### config.mk
export PLATFORM = sky130hd
export DESIGN_NAME = bcc_break_c
export DESIGN_NICKNAME = d
export VERILOG_FILES = /design/src/bcc_reg16.v /design/src/bcc_mask_cmp.v /design/src/bcc_break_c.v
export VERILOG_INCLUDE_DIRS = /design/src
export SDC_FILE = /design/constraint.sdc
export NUM_CORES = 1
export LEC_CHECK = 0
export BUFFER_PORTS_ARGS = -buffer_cell sky130_fd_sc_hd__buf_4
export CORE_MARGIN = 4
export CORE_UTILIZATION = 40
export CTS_CLUSTER_SIZE = 28
export DETAILED_ROUTE_END_ITERATION = 8
export GPL_TIMING_DRIVEN = 0
export MAX_ROUTING_LAYER = met4
export PLACE_DENSITY = 0.75
export SLEW_MARGIN = 15
export SYNTH_ARGS = -nofsm -noshare
export SYNTH_HDL_FRONTEND = slang
export SYNTH_SLANG_ARGS = --single-unit
### constraint.sdc
create_clock -name CLOCK -period 5.15 [get_ports CLOCK]
set_input_delay 0 -clock CLOCK [delete_from_list [all_inputs] [get_ports CLOCK]]
set_output_delay 0 -clock CLOCK [all_outputs]
set_load 0.005 [all_outputs]
### src/bcc_defines.vh
// Constants for the channel C address and data compare stage.
// Assumes a 16-bit register port with word indices and one 40 MHz clock.
`ifndef BCC_DEFINES_VH
`define BCC_DEFINES_VH

// Register word indices on the register port
`define BCC_IDX_ADDR_MASK_UPPER 4'h0
`define BCC_IDX_ADDR_MASK_LOWER 4'h1
`define BCC_IDX_DATA_REF_UPPER 4'h2
`define BCC_IDX_DATA_REF_LOWER 4'h3
`define BCC_IDX_DATA_MASK_UPPER 4'h4
`define BCC_IDX_DATA_MASK_LOWER 4'h5
`define BCC_IDX_BUS_SEL 4'h6
`define BCC_IDX_IRQ_STATUS 4'h7
`define BCC_IDX_IRQ_MASK 4'h8

// Field positions
`define BCC_BIT_XY_BUS_SELECT 9
`define BCC_BIT_X_OR_Y_SELECT 8
`define BCC_BIT_EV_ADDR 0
`define BCC_BIT_EV_DATA 1
`define BCC_BIT_EV_BOTH 2
`define BCC_EV_BITS 3

// Reset values
`define BCC_RESET_16 16'h0000
`define BCC_RESET_EV 3'h0

`endif

### src/bcc_reg16.v
// One 16-bit software register with power-on and manual reset.
// Assumes both resets are synchronous and active low on the same clock.
`timescale 1ns/100ps
`default_nettype none
module bcc_reg16 #(
    parameter [15:0] RESET_VALUE = 16'h0000,
    parameter CLEAR_ON_MANUAL = 1
) (
    input wire clk,
    input wire po_rst_n,
    input wire man_rst_n,
    input wire we,
    input wire [15:0] wdata,
    output reg [15:0] q_ff
);

    // Manual reset may leave contents alone, which is the cheaper choice
    always @(posedge clk) begin
        if (!po_rst_n) begin
            q_ff <= RESET_VALUE;
        end else if (!man_rst_n && (CLEAR_ON_MANUAL != 0)) begin
            q_ff <= RESET_VALUE;
        end else if (we) begin
            q_ff <= wdata;
        end
    end

endmodule
`default_nettype wire

### src/bcc_mask_cmp.v
// Masked 16-bit equality compare for one half of a break channel.
// Assumes bus, reference and mask come from logic on the same clock.
`timescale 1ns/100ps
`default_nettype none
module bcc_mask_cmp (
    input wire enable,
    input wire ignore_lsb,
    input wire [15:0] bus_value,
    input wire [15:0] ref_value,
    input wire [15:0] mask_value,
    output wire match
);

    wire [15:0] lsb_drop;
    wire [15:0] eff_mask;
    wire [15:0] bit_ok;

    // Word-only buses carry no meaningful bit 0
    assign lsb_drop = {15'h0000, ignore_lsb};
    assign eff_mask = mask_value | lsb_drop;

    // A set mask bit lets that bit differ
    assign bit_ok = eff_mask | ~(bus_value ^ ref_value);

    // Disabled half never vetoes the other half
    assign match = ~enable | (&bit_ok);

endmodule
`default_nettype wire

### src/bcc_break_c.v
// Channel C address and data compare stage of the user break logic.
// Holds the address mask, data reference and data mask registers, picks
// the observed bus by the bus-select bits and flags matches each cycle.
// Assumes observed buses, cycle strobe and reference address come from
// logic on CLOCK, so they are read without synchronisers.
`timescale 1ns/100ps
`default_nettype none
`include "bcc_defines.vh"
module bcc_break_c (
    input wire CLOCK,
    input wire RST_N,
    input wire MRST_N,
    input wire [3:0] REG_ADDR,
    input wire [15:0] REG_WDATA,
    input wire REG_WR,
    input wire REG_RD,
    output reg [15:0] REG_RDATA,
    input wire [15:0] REF_ADDR_UPPER_C,
    input wire [15:0] REF_ADDR_LOWER_C,
    input wire BUS_CYCLE_VALID,
    input wire [31:0] IBUS_ADDR,
    input wire [31:0] IBUS_DATA,
    input wire [15:0] X_ADDR,
    input wire [15:0] X_DATA,
    input wire [15:0] Y_ADDR,
    input wire [15:0] Y_DATA,
    output reg ADDR_MATCH,
    output reg DATA_MATCH,
    output reg BREAK_MATCH,
    output reg IRQ
);

    // Software registers
    wire [15:0] addr_mask_upper_c;
    wire [15:0] addr_mask_lower_c;
    wire [15:0] data_ref_upper_c;
    wire [15:0] data_ref_lower_c;
    wire [15:0] data_mask_upper_c;
    wire [15:0] data_mask_lower_c;
    reg xy_bus_select_ff;
    reg x_or_y_select_ff;
    reg [`BCC_EV_BITS-1:0] irq_status_ff;
    reg [`BCC_EV_BITS-1:0] irq_mask_ff;
    reg [`BCC_EV_BITS-1:0] nxt_irq_status;
    reg [`BCC_EV_BITS-1:0] nxt_irq_mask;
    reg [15:0] nxt_rdata;

    // Write decode
    wire wr_addr_mask_upper;
    wire wr_addr_mask_lower;
    wire wr_data_ref_upper;
    wire wr_data_ref_lower;
    wire wr_data_mask_upper;
    wire wr_data_mask_lower;
    wire wr_bus_sel;
    wire wr_irq_status;
    wire wr_irq_mask;

    // Compare steering
    reg upper_en;
    reg lower_en;
    reg lsb_ignore_upper;
    reg lsb_ignore_lower;
    reg [15:0] addr_bus_upper;
    reg [15:0] addr_bus_lower;
    reg [15:0] data_bus_upper;
    reg [15:0] data_bus_lower;
    wire addr_hit_upper;
    wire addr_hit_lower;
    wire data_hit_upper;
    wire data_hit_lower;
    wire addr_hit;
    wire data_hit;
    wire [`BCC_EV_BITS-1:0] ev_set;

    // Strobe qualifies each write to at most one register
    assign wr_addr_mask_upper = REG_WR && (REG_ADDR == `BCC_IDX_ADDR_MASK_UPPER);
    assign wr_addr_mask_lower = REG_WR && (REG_ADDR == `BCC_IDX_ADDR_MASK_LOWER);
    assign wr_data_ref_upper = REG_WR && (REG_ADDR == `BCC_IDX_DATA_REF_UPPER);
    assign wr_data_ref_lower = REG_WR && (REG_ADDR == `BCC_IDX_DATA_REF_LOWER);
    assign wr_data_mask_upper = REG_WR && (REG_ADDR == `BCC_IDX_DATA_MASK_UPPER);
    assign wr_data_mask_lower = REG_WR && (REG_ADDR == `BCC_IDX_DATA_MASK_LOWER);
    assign wr_bus_sel = REG_WR && (REG_ADDR == `BCC_IDX_BUS_SEL);
    assign wr_irq_status = REG_WR && (REG_ADDR == `BCC_IDX_IRQ_STATUS);
    assign wr_irq_mask = REG_WR && (REG_ADDR == `BCC_IDX_IRQ_MASK);

    // Address mask, upper half
    bcc_reg16 #(
        .RESET_VALUE(`BCC_RESET_16),
        .CLEAR_ON_MANUAL(0)
    ) u_addr_mask_upper (
        .clk(CLOCK),
        .po_rst_n(RST_N),
        .man_rst_n(MRST_N),
        .we(wr_addr_mask_upper),
        .wdata(REG_WDATA),
        .q_ff(addr_mask_upper_c)
    );

    // Address mask, lower half
    bcc_reg16 #(
        .RESET_VALUE(`BCC_RESET_16),
        .CLEAR_ON_MANUAL(0)
    ) u_addr_mask_lower (
        .clk(CLOCK),
        .po_rst_n(RST_N),
        .man_rst_n(MRST_N),
        .we(wr_addr_mask_lower),
        .wdata(REG_WDATA),
        .q_ff(addr_mask_lower_c)
    );

    // Data reference, upper half
    bcc_reg16 #(
        .RESET_VALUE(`BCC_RESET_16),
        .CLEAR_ON_MANUAL(0)
    ) u_data_ref_upper (
        .clk(CLOCK),
        .po_rst_n(RST_N),
        .man_rst_n(MRST_N),
        .we(wr_data_ref_upper),
        .wdata(REG_WDATA),
        .q_ff(data_ref_upper_c)
    );

    // Data reference, lower half
    bcc_reg16 #(
        .RESET_VALUE(`BCC_RESET_16),
        .CLEAR_ON_MANUAL(0)
    ) u_data_ref_lower (
        .clk(CLOCK),
        .po_rst_n(RST_N),
        .man_rst_n(MRST_N),
        .we(wr_data_ref_lower),
        .wdata(REG_WDATA),
        .q_ff(data_ref_lower_c)
    );

    // Data masks keep their value on manual reset, which software must not trust
    bcc_reg16 #(
        .RESET_VALUE(`BCC_RESET_16),
        .CLEAR_ON_MANUAL(0)
    ) u_data_mask_upper (
        .clk(CLOCK),
        .po_rst_n(RST_N),
        .man_rst_n(MRST_N),
        .we(wr_data_mask_upper),
        .wdata(REG_WDATA),
        .q_ff(data_mask_upper_c)
    );

    // Data mask, lower half
    bcc_reg16 #(
        .RESET_VALUE(`BCC_RESET_16),
        .CLEAR_ON_MANUAL(0)
    ) u_data_mask_lower (
        .clk(CLOCK),
        .po_rst_n(RST_N),
        .man_rst_n(MRST_N),
        .we(wr_data_mask_lower),
        .wdata(REG_WDATA),
        .q_ff(data_mask_lower_c)
    );

    // Bus selection bits, cleared by either reset
    always @(posedge CLOCK) begin
        if (!RST_N || !MRST_N) begin
            xy_bus_select_ff <= 1'b0;
            x_or_y_select_ff <= 1'b0;
        end else if (wr_bus_sel) begin
            xy_bus_select_ff <= REG_WDATA[`BCC_BIT_XY_BUS_SELECT];
            x_or_y_select_ff <= REG_WDATA[`BCC_BIT_X_OR_Y_SELECT];
        end
    end

    // Lane steering by bus-select and X/Y select
    always @* begin
        upper_en = 1'b1;
        lower_en = 1'b1;
        lsb_ignore_upper = 1'b0;
        lsb_ignore_lower = 1'b0;
        addr_bus_upper = IBUS_ADDR[31:16];
        addr_bus_lower = IBUS_ADDR[15:0];
        data_bus_upper = IBUS_DATA[31:16];
        data_bus_lower = IBUS_DATA[15:0];
        if (xy_bus_select_ff) begin
            if (!x_or_y_select_ff) begin
                // X bus uses only the upper halves
                lower_en = 1'b0;
                lsb_ignore_upper = 1'b1;
                addr_bus_upper = X_ADDR;
                data_bus_upper = X_DATA;
            end else begin
                // Y bus uses only the lower halves
                upper_en = 1'b0;
                lsb_ignore_lower = 1'b1;
                addr_bus_lower = Y_ADDR;
                data_bus_lower = Y_DATA;
            end
        end
    end

    // Upper address half against its mask
    bcc_mask_cmp u_addr_cmp_upper (
        .enable(upper_en),
        .ignore_lsb(lsb_ignore_upper),
        .bus_value(addr_bus_upper),
        .ref_value(REF_ADDR_UPPER_C),
        .mask_value(addr_mask_upper_c),
        .match(addr_hit_upper)
    );

    // Lower address half against its mask
    bcc_mask_cmp u_addr_cmp_lower (
        .enable(lower_en),
        .ignore_lsb(lsb_ignore_lower),
        .bus_value(addr_bus_lower),
        .ref_value(REF_ADDR_LOWER_C),
        .mask_value(addr_mask_lower_c),
        .match(addr_hit_lower)
    );

    // Data halves never drop bit 0; byte lanes are handled by software masks
    bcc_mask_cmp u_data_cmp_upper (
        .enable(upper_en),
        .ignore_lsb(1'b0),
        .bus_value(data_bus_upper),
        .ref_value(data_ref_upper_c),
        .mask_value(data_mask_upper_c),
        .match(data_hit_upper)
    );

    // Lower data half against its mask
    bcc_mask_cmp u_data_cmp_lower (
        .enable(lower_en),
        .ignore_lsb(1'b0),
        .bus_value(data_bus_lower),
        .ref_value(data_ref_lower_c),
        .mask_value(data_mask_lower_c),
        .match(data_hit_lower)
    );

    // Both halves must agree, only on a qualifying cycle
    assign addr_hit = BUS_CYCLE_VALID & addr_hit_upper & addr_hit_lower;
    assign data_hit = BUS_CYCLE_VALID & data_hit_upper & data_hit_lower;
    assign ev_set = {addr_hit & data_hit, data_hit, addr_hit};

    // Match pulses, one cycle after the bus cycle
    always @(posedge CLOCK) begin
        if (!RST_N || !MRST_N) begin
            ADDR_MATCH <= 1'b0;
            DATA_MATCH <= 1'b0;
            BREAK_MATCH <= 1'b0;
        end else begin
            ADDR_MATCH <= addr_hit;
            DATA_MATCH <= data_hit;
            BREAK_MATCH <= addr_hit & data_hit;
        end
    end

    // Sticky events; a new event beats a same-cycle write-one clear
    // so a hit arriving while software acknowledges is never lost
    always @* begin
        nxt_irq_status = irq_status_ff;
        if (wr_irq_status) begin
            nxt_irq_status = irq_status_ff & ~REG_WDATA[`BCC_EV_BITS-1:0];
        end
        nxt_irq_status = nxt_irq_status | ev_set;
    end

    // Mask follows a write at once, so the interrupt never lags a mask change
    always @* begin
        nxt_irq_mask = irq_mask_ff;
        if (wr_irq_mask) begin
            nxt_irq_mask = REG_WDATA[`BCC_EV_BITS-1:0];
        end
    end

    // Status and mask registers
    always @(posedge CLOCK) begin
        if (!RST_N || !MRST_N) begin
            irq_status_ff <= `BCC_RESET_EV;
            irq_mask_ff <= `BCC_RESET_EV;
        end else begin
            irq_status_ff <= nxt_irq_status;
            irq_mask_ff <= nxt_irq_mask;
        end
    end

    // Level interrupt from the next status and mask, so it lines up with both
    always @(posedge CLOCK) begin
        if (!RST_N || !MRST_N) begin
            IRQ <= 1'b0;
        end else begin
            IRQ <= |(nxt_irq_status & nxt_irq_mask);
        end
    end

    // Read mux; unmapped indices read zero
    always @* begin
        nxt_rdata = 16'h0000;
        case (REG_ADDR)
            `BCC_IDX_ADDR_MASK_UPPER: nxt_rdata = addr_mask_upper_c;
            `BCC_IDX_ADDR_MASK_LOWER: nxt_rdata = addr_mask_lower_c;
            `BCC_IDX_DATA_REF_UPPER: nxt_rdata = data_ref_upper_c;
            `BCC_IDX_DATA_REF_LOWER: nxt_rdata = data_ref_lower_c;
            `BCC_IDX_DATA_MASK_UPPER: nxt_rdata = data_mask_upper_c;
            `BCC_IDX_DATA_MASK_LOWER: nxt_rdata = data_mask_lower_c;
            `BCC_IDX_BUS_SEL: begin
                nxt_rdata[`BCC_BIT_XY_BUS_SELECT] = xy_bus_select_ff;
                nxt_rdata[`BCC_BIT_X_OR_Y_SELECT] = x_or_y_select_ff;
            end
            `BCC_IDX_IRQ_STATUS: nxt_rdata[`BCC_EV_BITS-1:0] = irq_status_ff;
            `BCC_IDX_IRQ_MASK: nxt_rdata[`BCC_EV_BITS-1:0] = irq_mask_ff;
            default: nxt_rdata = 16'h0000;
        endcase
    end

    // Read data valid only in the cycle after the strobe
    always @(posedge CLOCK) begin
        if (!RST_N) begin
            REG_RDATA <= 16'h0000;
        end else if (REG_RD) begin
            REG_RDATA <= nxt_rdata;
        end else begin
            REG_RDATA <= 16'h0000;
        end
    end

endmodule
`default_nettype wire

==> flow_summary.ini, run 1 <==
[pwr]
pwr-share-clk = 0.507
peakVddDrop_mv = 0.239
powerDensity_nw_per_um2 = 269
comb_power_share = 0.115
leakage_nw = 3.87
switchingPower_mw = 0.606
power.internal_mw = 1.99
seqPwrFrac = 0.378
switching_share = 0.234
power.total_mw = 2.59

[clocking]
cts_sinks = 124
tritoncts = yes
htreeDepth = 4
cts-root-buf = clkbuf_16
cts_setup_buffers = 0
clock_path_buffers = 2
path_clk_slew_ns = 0.06
post_cts_resized = 0
insertion_delay_ns = 0.42
cts_buffers = 17

[min_path]
worstHoldPathCells = 4
hp-class = primary input to register

[cells_and_area]
seqCellArea_um2 = 2480
finalNetCount = 1269
drive_gt1_frac = 0.234
syn2layout_area_growth_pct = 37.0
fillers = 1631
finalNonFillerCells = 1322
multi_input_area_um2 = 4260

[grt]
grt_max_degree = 17
grt.overflow.total = 0
grt_pass1_vias = 6954
grt_use_total = 0.251
antenna_found_initial = 1
grt_pass1_wl_um = 37600

[synth]
synthArstFlopShare = 0
dominantRegCellSynth = dfxtp_1
ys_ff_latch = 124
seq_area_frac_synth = 0.352
yosysWarnings = 0
syn-cell-area_um2 = 7050
syn_inst = 847
ys_types = 41
synth.avg_cell_area_um2 = 8.33
synth_edf_count = 0
syn_nets = 1033

[drt]
drt_wl_total_um = 24700
drc = 0
vias_per_cell = 5.52
routedWlPerCell_um = 18.7
drt_iter0_markers = 688
drtAntennaViolNets = 0
vias = 7299
drtPass1Iterations = 5

[placed_design]
gp_congestion = 0.978
placed_cells = 1269
pre_cts_slack_ns = 2.15
port_buffers = 197
dp_hpwl_um = 19300

[worst_setup_path]
end_kind = register
crit_cells = 10
crit_chain = and2_4 > buf_8 > buf_6 > mux2i_1 > mux2i_1 > o2111ai_1 > nor4_1 > o221ai_2 > o21ai_2 > a221o_1
max_stage_delay_ns = 0.51
cp_max_fo = 10
crit_family = compound AO/OA/AOI/OAI gates
crit_buf_inv = 2
worst-r2r-cell-count = 10
r2r_slack_ns = 2.11
cp-start-kind = register
worstPathRequired_ns = 5.52
cp_slowest_cell = nor4_1
critPathKind = register to register
critical_path_arrival_ns = 3.40
cpMostUsedCell = mux2i_1

[sta]
fin_worst_skew_ns = 0.00549
setup_viol = 0
period_share = 0.590
hold_slack_ns = 0.0674
worst_slack_ns = 2.11
tightest_slew_ns = 1.16
period_needed_ns = 3.04
rsz0062_at_grt = false
slew_violations = 0
setup_tns_ns = 0
max_clock_freq_mhz = 329
maxSlewHeadroom = 0.224
hold_viol = 0

[floorplanning]
start_util = 0.408
die_w_um = 141
dieHeight_um = 141
rows = 48
core_um2 = 17300
die-area_um2 = 19800
ios = 206

[run]
drv_cap = 0

[status]
outcome = completed
==> final timing paths <==
check | startpoint | to
min | REG_RD | REG_RDATA[3]$_SDFF_PN0_
min reg2reg | irq_mask_ff[2]$_SDFF_PP0_ | irq_mask_ff[2]$_SDFF_PP0_
max | x_or_y_select_ff$_SDFFE_PP0P_ | IRQ$_SDFF_PP0_
max reg2reg | x_or_y_select_ff$_SDFFE_PP0P_ | IRQ$_SDFF_PP0_
==> cells by family after synthesis <==
group / after synthesis / synth area share
xor+xnor: 18 / 0.0224
flops: 124 / 0.352
simple gates: 347 / 0.218
compound gates: 194 / 0.208
mux: 110 / 0.156
buf+inv: 54 / 0.0433
==> area by class of cell <==
| class | count | area share |
|---|---|---|
| Tap cell | 225 | 0.0291 |
| Buffer | 53 | 0.0312 |
| Multi-Input combinational cell | 669 | 0.441 |
| Clock inverter | 15 | 0.0230 |
| Clock buffer | 17 | 0.0440 |
| Timing Repair Buffer | 217 | 0.174 |
| Antenna cell | 1 | 0.000259 |
| Inverter | 1 | 0.000388 |
| Sequential cell | 124 | 0.257 |
==> layout by cell type (no fill, tap or decap), types with 3 or more instances in the layout <==
master	n
a31oi_1	17
clkinv_2	3
and2_0	4
nand2b_1	4
nor2b_1	47
clkbuf_1	37
nor3_1	3
clkinv_4	4
nor4_2	4
buf_4	200
o2111ai_1	16
dlygate4sd3_1	20
a221oi_1	3
clkbuf_16	17
mux2i_1	109
xor2_1	16
buf_2	5
a21boi_1	3
or3_1	4
nand3_1	8
buf_6	4
a21oi_1	7
a21boi_0	94
a22o_1	3
nand2_1	212
bufinv_16	5
a22oi_1	43
nor2_1	54
dfxtp_1	124
clkinvlp_4	3
==> worst min-delay path: stages <==
cell and delay (ns):
buf_4 0.11, nand2_1 0.11, a211o_1 0.16, a31oi_1 0.06
==> Yosys cell counts (3+ instances only) <==
cell / n / area share
and2_0: 4 / 0.0035
dfxtp_1: 124 / 0.35
xor2_1: 16 / 0.020
nand2b_1: 4 / 0.0035
nor2b_1: 47 / 0.042
a21boi_0: 94 / 0.10
a22o_1: 3 / 0.0037
clkbuf_1: 37 / 0.020
a221oi_1: 3 / 0.0037
nor2_1: 54 / 0.029
or3_1: 4 / 0.0035
a21oi_1: 7 / 0.0050
buf_2: 5 / 0.0035
a21boi_1: 3 / 0.0032
buf_6: 4 / 0.0064
nand3_1: 8 / 0.0057
o2111ai_1: 16 / 0.020
nor3_1: 3 / 0.0021
buf_4: 3 / 0.0032
nor4_2: 4 / 0.0071
a31oi_1: 17 / 0.015
mux2i_1: 109 / 0.15
a22oi_1: 43 / 0.046
nand2_1: 212 / 0.11
==> per-layer routing <==
layer | GRT usage | wire [um] | vias up
met3 | 0.0431 | 1890 | 67
met1 | 0.308 | 9970 | 3455
met4 | 0.0821 | 745 | 0
li1 | - | - | 3451
met5 | - | 0 | -
met2 | 0.421 | 12100 | 326
==> flip-flops by register name, summed over array words and instances (netlist names) <==
register / flops
irq_mask_ff: 3
x_or_y_select_ff: 1
DATA_MATCH: 1
irq_status_ff: 3
u_data_ref_lower.q_ff: 16
ADDR_MATCH: 1
u_addr_mask_lower.q_ff: 16
u_data_ref_upper.q_ff: 16
BREAK_MATCH: 1
u_data_mask_lower.q_ff: 16
u_addr_mask_upper.q_ff: 16
xy_bus_select_ff: 1
REG_RDATA: 16
IRQ: 1
u_data_mask_upper.q_ff: 16
==> power by group through the flow <==
stage               Sequential, mW  Clock [mW]  Combinational [mW]
floorplan                    0.997           0               0.123
global placement              1.00           0               0.275
detailed placement            1.00           0               0.281
CTS                          0.980        1.32               0.295
global route                 0.981        1.36               0.321
finish                       0.980        1.32               0.299
==> stage by stage <==
step	util	instance area [um2]
6_report	0.559	9660
5_1_grt	0.559	9660
4_1_cts	0.559	9660
3_5_place_dp	0.509	8810
3_3_place_gp	0.509	8810
2_1_floorplan	-	7050
==> what timing repair did <==
item	4_1_cts	5_1_grt
hold endpoints to repair	106	0
setup endpoints to repair	0	0
hold buffers	20	0
No activity file was read; power rests on OpenSTA's default activity.
==> run 2: changes to the inputs <==
ABC_AREA = 1   (was default)
clock period = 3.1 ns   (was 5.15 ns; I/O delays follow)
==> run 2 against run 1 <==
Against the previous run: synthesized cell count increased by 30%; clock skew rose by 0.0062 ns; sequential power up 66%; first-iteration DRC count rose by 7.3%; combinational power up 92%; global-route usage grew 4.2 points.
==> flow_summary.ini, run 2 <==
[drt]
drtPass1Iterations = 6
routedWlPerCell_um = 18.5
drtAntennaViolNets = 0
drc = 0
drt_wl_total_um = 29200
drt_iter0_markers = 738
vias_per_cell = 5.50
vias = 8658

[status]
outcome = completed

[synth]
syn-cell-area_um2 = 7050
synthArstFlopShare = 0
syn_nets = 1283
ys_types = 28
synth_top_cell_area_share = 0.352
synth.avg_cell_area_um2 = 6.43
yosysMostFrequentCell = nand2_1
synth_edf_count = 0
syn_inst = 1097
ys_ff_latch = 124
dominantRegCellSynth = dfxtp_1
synthTopCellsByArea = dfxtp_1 (35%), nand2_1 (14%), nand3_1 (12%)
synth_top_area_cell = dfxtp_1
yosysWarnings = 0
synth_common_cells = nand2_1 (256), nand3_1 (166), inv_1 (136)
seq_area_frac_synth = 0.352

[cells_and_area]
layout_commonest_cell = nand2_1
layout_common_cells = nand2_1 (256), buf_4 (211), nand3_1 (166)
syn2layout_area_growth_pct = 36.2
finalNetCount = 1526
diodes = 0
drive_gt1_frac = 0.196
fin_area_um2 = 9610
seqCellArea_um2 = 2480
multi_input_area_um2 = 3730
finalNonFillerCells = 1575
fillers = 1735

[placed_design]
placed_cells = 1524
port_buffers = 202
gp_congestion = 0.949
dpl_cell_area_um2 = 8850
dp_hpwl_um = 22700
pre_cts_slack_ns = 0.756

[clocking]
tritoncts = yes
clock_path_buffers = 2
htreeDepth = 4
insertion_delay_ns = 0.42
cts-root-buf = clkbuf_16
cts_sinks = 124
cts_buffers = 17
cts_setup_buffers = 0
path_clk_slew_ns = 0.06
post_cts_resized = 0
cts_hold_buf = 22

[pwr]
powerDensity_nw_per_um2 = 421
seqPwrFrac = 0.404
switchingPower_mw = 1.02
pwr-share-clk = 0.454
leakage_nw = 4.30
peakVddDrop_mv = 0.379
power.internal_mw = 3.02
comb_power_share = 0.142
power.total_mw = 4.04
switching_share = 0.252

[grt]
grt_use_total = 0.293
antenna_found_initial = 0
grt_pass1_wl_um = 43500
grt_max_degree = 17
grt.overflow.total = 0
grt_pass1_vias = 8129

[worst_setup_path]
critPathKind = register to register
r2r-start = x_or_y_select_ff$_SDFFE_PP0P_
worstPathRequired_ns = 3.47
crit_chain = buf_6 > buf_2 > nand3_1 > nand2_1 > nand2_1 > nand3_1 > nand2_1 > nor2_1 > nand2_1 > o21ai_1 > nand3_1 > a21oi_1 > dlygate4sd3_1
critPathCapture = irq_status_ff[1]$_SDFF_PP0_
worstSetupStartpoint = x_or_y_select_ff$_SDFFE_PP0P_
r2r_slack_ns = 0.23
critical_path_arrival_ns = 3.24
max_stage_delay_ns = 0.56
worst-r2r-cell-count = 13
cp_slowest_cell = dlygate4sd3_1
cp_max_fo = 10
rr_endpoint = irq_status_ff[1]$_SDFF_PP0_
end_kind = register
cp-start-kind = register
cpMostUsedCell = nand2_1

[sta]
worst_slack_ns = 0.226
rsz0062_at_grt = false
period_needed_ns = 2.87
setup_viol = 0
slew_violations = 0
hold_viol = 0
tightest_slew_ns = 0.682
fin_worst_skew_ns = 0.0117
setup_tns_ns = 0
max_clock_freq_mhz = 348
maxSlewHeadroom = 0.546
period_share = 0.927

[min_path]
hp-class = primary input to register

[floorplanning]
die_w_um = 141
ios = 206
dieHeight_um = 141
rows = 48
die-area_um2 = 19800
start_util = 0.408
core_um2 = 17300

[run]
drv_cap = 0
-- run 2: cell count changes in the layout (fill, tap and decap cells not counted), sizes merged, moves of 97 or more --
cell / change
nand3: +166
a21oi: +98
o21ai: +106
inv: +137
mux2i: -109
a21boi: -97
-- run 2: worst min path at each step --
stage / slack, ns / cells after the start / end / from
floorplan: 0.18 / 2 / irq_mask_ff[1]$_SDFF_PP0_ / REG_WDATA[1]
global placement: 0.34 / 3 / DATA_MATCH$_SDFF_PP0_ / BUS_CYCLE_VALID
CTS: 0.04 / 4 / x_or_y_select_ff$_SDFFE_PP0P_ / REG_ADDR[0]
finish: 0.05 / 4 / x_or_y_select_ff$_SDFFE_PP0P_ / REG_ADDR[0]
global route: 0.09 / 4 / x_or_y_select_ff$_SDFFE_PP0P_ / REG_ADDR[0]
detailed placement: 0.33 / 3 / DATA_MATCH$_SDFF_PP0_ / BUS_CYCLE_VALID
-- run 2: cell families after synthesis --
family          synth area share
compound gates             0.199
flops                      0.352
simple gates               0.327
buf+inv                    0.120
xor+xnor                 0.00248
-- run 2: power groups by stage --
stage | Clock, mW | Sequential (mW) | Combinational (mW)
after CTS | 1.84 | 1.63 | 0.564
after global routing | 1.91 | 1.63 | 0.628
final | 1.84 | 1.63 | 0.575
after detailed placement | 0 | 1.67 | 0.540
after floorplan | 0 | 1.66 | 0.249
after global placement | 0 | 1.67 | 0.533
-- run 2: metal layers --
layer / global-route usage / vias up / share of wire / wire length [um]
met5: - / - / 0 / 0
met4: 0.122 / 0 / 0.042 / 1220
met3: 0.0539 / 83 / 0.091 / 2660
met2: 0.465 / 445 / 0.47 / 13700
met1: 0.367 / 3978 / 0.40 / 11600
li1: - / 4152 / - / -
-- run 2: critical path, delay by kind of cell, from the launching register on --
kind / cells / cell delay (ns)
compound gates: 2 / 0.52
buf+inv: 3 / 1.05
flops: 1 / 0.33
simple gates: 8 / 0.91
-- run 2: layout make-up --
type	count	share of cell area
Buffer	56	0.0335
Clock buffer	22	0.0483
Clock inverter	7	0.00716
Inverter	138	0.0544
Multi-Input combinational cell	779	0.388
Sequential cell	124	0.258
Tap cell	225	0.0293
Timing Repair Buffer	224	0.181
-- run 2: through the flow --
step | hold slack [ns] | util
6_report | 0.0525 | 0.555
5_1_grt | 0.0866 | 0.555
4_1_cts | 0.0400 | 0.555
3_5_place_dp | 0.333 | 0.512
3_3_place_gp | 0.339 | 0.512
2_1_floorplan | 0.183 | -
